==> src/logic/lics_pkg.sv <==
// Constants and carrier types for the link impedance code select block
package lics_pkg;

  // Register numbers on the indirect port
  localparam logic [9:0] LICS_REG_LOW_LANES = 10'h0C0;
  localparam logic [9:0] LICS_REG_HIGH_LANES = 10'h0D0;

  // Field positions
  localparam int LICS_TERM_SEL_LSB = 29;
  localparam int LICS_TERM_IDX_LSB = 16;
  localparam int LICS_DRIVE_SEL_LSB = 13;
  localparam int LICS_DRIVE_IDX_LSB = 0;
  localparam logic [31:0] LICS_WRITABLE_MASK = 32'hE01FE01F;

  // Values after cold reset
  localparam logic [2:0] LICS_SEL_RESET = 3'h0;
  localparam logic [4:0] LICS_IDX_RESET_FIRST_REV = 5'h1F;
  localparam logic [4:0] LICS_IDX_RESET_LATER_REV = 5'h00;

  // Code limits
  localparam logic [4:0] LICS_CODE_MAX = 5'h1F;
  localparam logic [4:0] LICS_CODE_MIN = 5'h00;

  // Update delay toward the physical layer
  localparam int LICS_CLK_MHZ = 50;
  localparam int LICS_APPLY_DELAY_US = 2;
  localparam int LICS_APPLY_CYCLES = LICS_APPLY_DELAY_US * LICS_CLK_MHZ;
  localparam int LICS_ACCESS_CYCLES = 2;

  // Selection modes, shared by drive and termination
  typedef enum logic [2:0] {
    LICS_SEL_CAL = 3'b000,
    LICS_SEL_INDEX = 3'b001,
    LICS_SEL_DIFF = 3'b010,
    LICS_SEL_SUM = 3'b011,
    LICS_SEL_TAP = 3'b100
  } lics_sel_type;

  // Settings for one lane group
  typedef struct packed {
    logic [2:0] term_sel;
    logic [4:0] term_idx;
    logic [2:0] drive_sel;
    logic [4:0] drive_idx;
  } lics_group_type;

  // What one lane group drives into the physical layer
  typedef struct packed {
    logic [4:0] drive_code;
    logic [31:0] drive_tap;
    logic drive_base_en;
    logic [4:0] term_code;
    logic [31:0] term_tap;
    logic term_base_en;
  } lics_phy_type;

endpackage

==> src/logic/lics_top.sv <==
// Impedance register bank with indirect offset/data access and code select
module lics_top
  import lics_pkg::*;
(
  input wire logic mclk,
  input wire logic nrst,
  input wire logic first_revision,
  input wire logic immediate_update_enable,
  input wire logic link_disconnect,
  input wire logic offset_wr,
  input wire logic indirect_write_select,
  input wire logic [9:0] indirect_register_number,
  input wire logic data_wr,
  input wire logic [31:0] data_wdata,
  input wire logic [4:0] drive_calibrated_value,
  input wire logic [4:0] termination_calibrated_value,
  output logic indirect_access_done,
  output logic [31:0] data_rdata,
  output lics_pkg::lics_phy_type phy_low,
  output lics_pkg::lics_phy_type phy_high
);
  import lics_pkg::*;

  localparam logic [6:0] APPLY_LAST = 7'(LICS_APPLY_CYCLES - 1);
  localparam logic [1:0] ACCESS_LAST = 2'(LICS_ACCESS_CYCLES - 1);

  logic [31:0] data_hold;
  logic pend_write;
  logic [9:0] pend_number;
  logic [1:0] access_cnt;
  logic busy;
  lics_group_type grp [2];
  lics_group_type staged [2];
  logic [1:0] stage_pending;
  logic [6:0] apply_cnt [2];
  logic [2:0] rev_first_q;
  logic [1:0] disc_sync;
  logic disc_seen;
  logic rst_hold;
  logic rst_done;

  ////////////////////////////////////////////////////////////////////////
  // Strap-like revision pin passes three stages; never loaded by reset
  // Only the last two stages are compared, so a late strap is never half-seen
  always_ff @(posedge mclk)
  begin
    rev_first_q <= {rev_first_q[1:0], first_revision};
  end

  // Disconnect comes from link logic in another domain; three stages
  logic disc_meta;
  always_ff @(posedge mclk)
  begin
    if (!nrst)
    begin
      disc_meta <= 1'b0;
      disc_sync <= 2'b00;
    end
    else
    begin
      disc_meta <= link_disconnect;
      disc_sync <= {disc_sync[0], disc_meta};
    end
  end
  // Counts only when the last two stages agree high
  assign disc_seen = disc_sync[0] & disc_sync[1];

  ////////////////////////////////////////////////////////////////////////
  // Data port holds full 32-bit word; no byte writes
  always_ff @(posedge mclk)
  begin
    if (!nrst)
      data_hold <= 32'h00000000;
    else if (data_wr && !busy)
      data_hold <= data_wdata;
  end

  // Indirect access sequencer; a new offset write while busy is ignored
  always_ff @(posedge mclk)
  begin
    if (!nrst)
    begin
      busy <= 1'b0;
      access_cnt <= 2'h0;
      pend_write <= 1'b0;
      pend_number <= 10'h000;
      indirect_access_done <= 1'b1;
    end
    else if (offset_wr && !busy)
    begin
      busy <= 1'b1;
      access_cnt <= 2'h0;
      pend_write <= indirect_write_select;
      pend_number <= indirect_register_number;
      indirect_access_done <= 1'b0;
    end
    else if (busy)
    begin
      access_cnt <= access_cnt + 2'h1;
      if (access_cnt == ACCESS_LAST)
      begin
        busy <= 1'b0;
        indirect_access_done <= 1'b1;
      end
    end
  end

  logic access_fire;
  assign access_fire = busy && (access_cnt == ACCESS_LAST);

  // Read data with reserved bits zero
  function automatic logic [31:0] pack_reg(input lics_group_type g);
    logic [31:0] r;
    r = 32'h00000000;
    r[LICS_TERM_SEL_LSB +: 3] = g.term_sel;
    r[LICS_TERM_IDX_LSB +: 5] = g.term_idx;
    r[LICS_DRIVE_SEL_LSB +: 3] = g.drive_sel;
    r[LICS_DRIVE_IDX_LSB +: 5] = g.drive_idx;
    return r;
  endfunction

  always_ff @(posedge mclk)
  begin
    if (!nrst)
      data_rdata <= 32'h00000000;
    else if (access_fire && !pend_write)
    begin
      if (pend_number == LICS_REG_LOW_LANES)
        data_rdata <= pack_reg(grp[0]);
      else if (pend_number == LICS_REG_HIGH_LANES)
        data_rdata <= pack_reg(grp[1]);
      else
        data_rdata <= 32'h00000000;
    end
  end

  ////////////////////////////////////////////////////////////////////////
  // Code computation shared by drive and termination
  function automatic logic [4:0] eff_code(input logic [2:0] sel, input logic [4:0] cal,
                                          input logic [4:0] idx);
    logic [5:0] sum;
    sum = {1'b0, cal} + {1'b0, idx};
    unique case (sel)
      LICS_SEL_CAL: eff_code = cal;
      LICS_SEL_INDEX: eff_code = idx;
      LICS_SEL_DIFF: eff_code = (idx > cal) ? LICS_CODE_MIN : 5'(cal - idx);
      LICS_SEL_SUM: eff_code = sum[5] ? LICS_CODE_MAX : sum[4:0];
      // Reserved codes fall back to calibrated; software must not use them
      default: eff_code = cal;
    endcase
  endfunction

  // Two lane groups: index 0 low lanes, index 1 high lanes
  genvar gi;
  generate
    for (gi = 0; gi < 2; gi++)
    begin : g_group
      localparam logic [9:0] MY_NUM = (gi == 0) ? LICS_REG_LOW_LANES : LICS_REG_HIGH_LANES;
      logic hit;
      logic [31:0] w;
      lics_phy_type next_phy;
      logic [4:0] rst_idx;
      assign hit = access_fire && pend_write && (pend_number == MY_NUM);
      assign w = data_hold & LICS_WRITABLE_MASK;
      assign rst_idx = rev_first_q[2] ? LICS_IDX_RESET_FIRST_REV : LICS_IDX_RESET_LATER_REV;

      // Software-visible settings; index reset value depends on revision
      always_ff @(posedge mclk)
      begin
        if (!nrst)
        begin
          grp[gi].term_sel <= LICS_SEL_RESET;
          grp[gi].drive_sel <= LICS_SEL_RESET;
          grp[gi].term_idx <= LICS_IDX_RESET_LATER_REV;
          grp[gi].drive_idx <= LICS_IDX_RESET_LATER_REV;
        end
        else if (hit)
        begin
          grp[gi].term_sel <= w[LICS_TERM_SEL_LSB +: 3];
          grp[gi].term_idx <= w[LICS_TERM_IDX_LSB +: 5];
          grp[gi].drive_sel <= w[LICS_DRIVE_SEL_LSB +: 3];
          grp[gi].drive_idx <= w[LICS_DRIVE_IDX_LSB +: 5];
        end
        else if (rst_hold)
        begin
          // Revision strap settles after release; load index reset value then
          grp[gi].term_idx <= rst_idx;
          grp[gi].drive_idx <= rst_idx;
        end
      end

      // Staged copy that the phy actually sees; delayed per update policy
      always_ff @(posedge mclk)
      begin
        if (!nrst)
        begin
          staged[gi] <= '0;
          stage_pending[gi] <= 1'b0;
          apply_cnt[gi] <= 7'h00;
        end
        else if (hit || rst_hold)
        begin
          stage_pending[gi] <= 1'b1;
          apply_cnt[gi] <= 7'h00;
        end
        else if (stage_pending[gi])
        begin
          if (immediate_update_enable ? (apply_cnt[gi] == APPLY_LAST) : disc_seen)
          begin
            staged[gi] <= grp[gi];
            stage_pending[gi] <= 1'b0;
          end
          else if (apply_cnt[gi] != APPLY_LAST)
            apply_cnt[gi] <= apply_cnt[gi] + 7'h01;
        end
      end

      // Effective codes; larger code means lower resistance at the phy
      always_comb
      begin
        next_phy = '0;
        next_phy.drive_code = eff_code(staged[gi].drive_sel, drive_calibrated_value,
                                       staged[gi].drive_idx);
        next_phy.term_code = eff_code(staged[gi].term_sel, termination_calibrated_value,
                                      staged[gi].term_idx);
        next_phy.drive_base_en = 1'b1;
        next_phy.term_base_en = 1'b1;
        if (staged[gi].drive_sel == LICS_SEL_TAP)
        begin
          next_phy.drive_code = LICS_CODE_MIN;
          next_phy.drive_base_en = 1'b0;
          next_phy.drive_tap[staged[gi].drive_idx] = 1'b1;
        end
        if (staged[gi].term_sel == LICS_SEL_TAP)
        begin
          next_phy.term_code = LICS_CODE_MIN;
          next_phy.term_base_en = 1'b0;
          next_phy.term_tap[staged[gi].term_idx] = 1'b1;
        end
      end
    end
  endgenerate

  // One-cycle flag after reset release to load revision-dependent index
  // Waits for a settled strap; a write landing in the same cycle wins and the index load is skipped
  always_ff @(posedge mclk)
  begin
    if (!nrst)
      rst_done <= 1'b0;
    else if (rst_hold)
      rst_done <= 1'b1;
  end
  assign rst_hold = nrst && !rst_done && (rev_first_q[2] == rev_first_q[1]);

  ////////////////////////////////////////////////////////////////////////
  // Lane group outputs registered
  always_ff @(posedge mclk)
  begin
    if (!nrst)
    begin
      phy_low <= '0;
      phy_high <= '0;
    end
    else
    begin
      phy_low <= g_group[0].next_phy;
      phy_high <= g_group[1].next_phy;
    end
  end

  ////////////////////////////////////////////////////////////////////////
  // Done returns within the fixed access latency
  AST_DONE_LATENCY: assert property (@(posedge mclk) disable iff (!nrst)
    (offset_wr && !busy) |=> !indirect_access_done ##2 indirect_access_done)
    else $error("done flag not back after access latency");

  AST_DRIVE_SEL_ZERO: assert property (@(posedge mclk)
    !nrst |=> grp[0].drive_sel == 3'h0 && grp[1].drive_sel == 3'h0)
    else $error("drive select not zero after reset");

  AST_SUM_CLAMP: assert property (@(posedge mclk) disable iff (!nrst)
    (staged[0].drive_sel == 3'b011 && {1'b0, drive_calibrated_value}
      + {1'b0, staged[0].drive_idx} > 6'h1F) |=> phy_low.drive_code == 5'h1F)
    else $error("sum not clamped");

  AST_DIFF_FLOOR: assert property (@(posedge mclk) disable iff (!nrst)
    (staged[0].drive_sel == 3'b010 && staged[0].drive_idx > drive_calibrated_value)
      |=> phy_low.drive_code == 5'h00)
    else $error("difference not floored");

  AST_TAP_BASE_OFF: assert property (@(posedge mclk) disable iff (!nrst)
    staged[1].drive_sel == 3'b100 |=> !phy_high.drive_base_en && $onehot(phy_high.drive_tap))
    else $error("tap mode base resistor on");

  AST_TERM_TAP: assert property (@(posedge mclk) disable iff (!nrst)
    staged[0].term_sel == 3'b100 |=> !phy_low.term_base_en)
    else $error("termination tap base on");

  AST_INDEX_MODE: assert property (@(posedge mclk) disable iff (!nrst)
    staged[1].drive_sel == 3'b001 |=> phy_high.drive_code == $past(staged[1].drive_idx))
    else $error("index mode code wrong");

  // A later write restarts the wait, so it also ends this attempt
  AST_APPLY_BOUND: assert property (@(posedge mclk) disable iff (!nrst)
    (immediate_update_enable && g_group[0].hit)
      ##1 (immediate_update_enable && !g_group[0].hit) [*8]
      |-> ##[0:100] (!stage_pending[0] || !immediate_update_enable || g_group[0].hit))
    else $error("update not applied in time");

  AST_RESERVED_ZERO: assert property (@(posedge mclk) disable iff (!nrst)
    indirect_access_done |-> data_rdata[28:21] == 8'h00 && data_rdata[12:5] == 8'h00)
    else $error("reserved bits nonzero");

  // Termination follows the same clamped sum as drive
  AST_TERM_SUM_CLAMP: assert property (@(posedge mclk) disable iff (!nrst)
    (staged[0].term_sel == 3'b011 && {1'b0, termination_calibrated_value}
      + {1'b0, staged[0].term_idx} > 6'h1F) |=> phy_low.term_code == 5'h1F)
    else $error("termination sum not clamped");

  // Index fields take the revision value once the strap has settled
  AST_REV_INDEX: assert property (@(posedge mclk) disable iff (!nrst)
    rst_hold |=> grp[0].drive_idx == ($past(rev_first_q[2]) ? LICS_IDX_RESET_FIRST_REV
      : LICS_IDX_RESET_LATER_REV) && grp[1].term_idx == grp[0].drive_idx)
    else $error("index reset value wrong");

endmodule

==> config.mk <==
export PLATFORM = sky130hd
export DESIGN_NAME = lics_top
export DESIGN_NICKNAME = d
export VERILOG_FILES = /design/src/logic/lics_pkg.sv /design/src/logic/lics_top.sv
export SDC_FILE = /design/constraint.sdc
export NUM_CORES = 1
export LEC_CHECK = 0
export ABC_AREA = 1
export BUFFER_PORTS_ARGS = -buffer_cell sky130_fd_sc_hd__buf_2
export CAP_MARGIN = 10
export CORE_MARGIN = 5
export CORE_UTILIZATION = 59
export DETAILED_ROUTE_END_ITERATION = 10
export PLACE_DENSITY = 0.95
export SLEW_MARGIN = 20
export SYNTH_ARGS = -nofsm -noshare
export SYNTH_HDL_FRONTEND = slang
export SYNTH_SLANG_ARGS = --single-unit
==> constraint.sdc <==
create_clock -name mclk -period 5.9 [get_ports mclk]
set_input_delay 1.18 -clock mclk [delete_from_list [all_inputs] [get_ports mclk]]
set_output_delay 1.18 -clock mclk [all_outputs]
set_load 0.02 [all_outputs]
==> flow_metrics.py <==
metrics = {
    "power": {
        "p_leak_nw": 6.722,
        "power.total_mw": 4.437,
        "pwr_density_cell_nw_per_um2": 311.0,
        "ir_drop_uv": 254.0,
    },
    "worst_setup_path": {
        "crit_path_start_kind": "input port",
        "critPathTopFamily": "buffers and inverters",
        "cp_num_buf_inv": 2,
        "end_kind": "flop",
        "cp_max_fo": 46,
        "critPathMaxStageDelay_ns": 0.61,
        "path_depth": 5,
        "rr_worst_depth": 13,
        "path_class": "input port to flop",
        "crit_path_cell_trace": "buf_2 > inv_2 > nor4_4 > nand3_1 > nor2_1",
        "crit_required_ns": 6.35,
        "critical_path_arrival_ns": 3.28,
        "cpMaxStageDelayCell": "buf_2",
    },
    "drt": {
        "totalWireLength_um": 29890,
        "detail-route-antenna-nets": 0,
        "drcViolationCount": 0,
        "viasPerCell": 5.382,
        "dr.first_iter.drc_count": 952,
        "num_vias": 10230,
        "drt_pre_antenna_iters": 6,
        "wire_per_inst_um": 15.73,
    },
    "cells_and_area": {
        "final_common_cell": "nor2_1",
        "layout_common_cells": "nor2_1, buf_2, dfxtp_1, inv_1, nand2_1",
        "area_growth_pct": 18.27,
        "drive_gt1_frac": 0.1780,
        "nNetsFinal": 1719,
        "layoutNonFillerInstCount": 1900,
    },
    "yosys": {
        "ys_seq_area_frac": 0.5394,
        "synth_warnings": 0,
        "synth.avg_cell_area_um2": 8.652,
        "synth_area_um2": 12060,
        "syn_inst": 1394,
        "synth_cell_types": 40,
        "netlist_top_cells_area": "dfxtp_1, edfxtp_1, nor2_1",
        "synth_top_area_cell": "dfxtp_1",
        "yosys_most_used_dff": "dfxtp_1",
        "yosysTopAreaCellShare": 0.3452,
        "async_reset_ff_frac": 0,
        "ys_seq_elements": 286,
        "synth_edf_count": 78,
    },
    "grt": {
        "grt_max_degree": 47,
        "antenna_found_initial": 0,
        "grt_use_total": 0.2452,
        "grt_pass1_wl_um": 48320,
        "grt_pass1_vias": 9807,
        "overflow": 0,
    },
    "floorplanning": {
        "core_um2": 20170,
        "die_w_um": 153.0,
        "std_cell_rows": 52,
        "fp.dieH_um": 153.0,
        "die-area_um2": 23400,
        "io-pin-count": 245,
        "initial_core_util": 0.5980,
    },
    "clock_network": {
        "clkTransAtPathRegs_ns": 0.06,
        "clk_latency_ns": 0.54,
        "cts_resized": 0,
        "holdBufCountCts": 0,
        "ctsLongestPathBuffers": 3,
        "cts_tree": "done",
        "h-tree-depth": 1,
        "cts_setup_buffers": 0,
        "cts_made_buffers": 28,
        "cts_root_buffer": "clkbuf_16",
        "clkSinkCount": 286,
    },
    "timing": {
        "fin_crit_ns": 2.831,
        "tightest_slew_ns": 0.8090,
        "slew_violations": 0,
        "layout_worst_path_cycle_share": 0.4798,
        "slew_headroom": 0.4606,
        "whs_ns": 0.3322,
        "timing.final.ws_setup_ns": 3.069,
        "setup_violations": 0,
        "fin_tns_setup_ns": 0,
        "fin_skew_ns": 0.01811,
        "grt_setup_unrepaired": "no",
        "final-hold-violation-count": 0,
        "fmax_mhz": 353.3,
    },
    "run_status": {
        "status": "complete, no violations",
    },
    "place": {
        "hpwl_um": 20760,
        "portBuffers": 212,
        "place_ws_ns": 2.609,
        "place_inst": 1848,
        "gp_congestion": 0.9712,
    },
    "worst_hold_path": {
        "hold_class": "flop to flop",
        "hold_depth": 0,
    },
    "run": {
        "maxCapViolCount": 0,
    },
}
per-stage QoR:
stage                 util  cell area [µm²]
global route        0.7071            14260
floorplan                -            12120
detailed placement  0.6568            13250
CTS                 0.7069            14260
finish              0.7073            14260
global placement    0.6568            13250
cells by family after synthesis:
| family | after synthesis | synth area share |
|---|---|---|
| buffers and inverters | 235 | 0.08267 |
| other | 1 | 0.0003109 |
| adders and majority gates | 51 | 0.05788 |
| DFF | 286 | 0.5394 |
| and+or+nand+nor | 621 | 0.2292 |
| AOI/OAI and AO/OA | 180 | 0.07604 |
| xor gates and xnor gates | 20 | 0.01452 |
final cells by class:
| class | count | area, µm² |
|---|---|---|
| Antenna cell | 1 | 2.502 |
| Clock buffer | 39 | 857.1 |
| Clock inverter | 12 | 152.6 |
| Fill cell | 1458 | 5904 |
| Inverter | 190 | 713.2 |
| Multi-Input combinational cell | 888 | 4619 |
| Sequential cell | 286 | 6506 |
| Tap cell | 270 | 337.8 |
| Timing Repair Buffer | 214 | 1076 |
synth_stat cells, types with 19 or more instances:
| library cell | n |
|---|---|
| inv_1 | 187 |
| o21ai_1 | 19 |
| o21ai_0 | 75 |
| edfxtp_1 | 78 |
| nor2_1 | 260 |
| nand3_1 | 123 |
| nor3_1 | 41 |
| a21oi_1 | 79 |
| ha_1 | 43 |
| buf_4 | 22 |
| dfxtp_1 | 208 |
| nand2_1 | 158 |
flip-flops by register name (all words and copies together) (netlist names), 2 cells and up:
signal         cells
stage_pending      2
phy_high          76
rev_first_q        3
access_cnt         2
grp               32
staged            32
pend_number       10
phy_low           76
data_rdata        16
data_hold         16
disc_sync          2
apply_cnt         14
metal layers:
layer  track usage  vias up  part of all wire
met2        0.4209      512              0.49
met1        0.3111     4722              0.40
met4       0.09461        0             0.033
met5             0        -                 0
li1              -     4909                 -
met3       0.04184       83             0.082
worst register-to-register path: cells and delay by family, from the launching register on:
kind / cells / cell delay, ns
AND/OR/NAND/NOR: 9 / 0.84
flip-flops: 1 / 0.53
adder cells (fa/ha/maj): 1 / 0.50
buffers and inverters: 3 / 0.37
worst paths after layout:
path	start	end	slack [ns]
setup / recovery	nrst	phy_low[39]	3.07
setup reg to reg	staged[0][10]	phy_low[33]	3.57
hold reg to reg	rev_first_q[0]	rev_first_q[1]	0.33
hold / removal	rev_first_q[0]	rev_first_q[1]	0.33
report_power, final:
part / switching [mW] / internal (mW)
combinational: 0.280 / 0.121
clock: 0.749 / 1.15
sequential: 0.0455 / 2.09
total: 1.07 / 3.36
No activity file was read; power rests on OpenSTA's default activity.
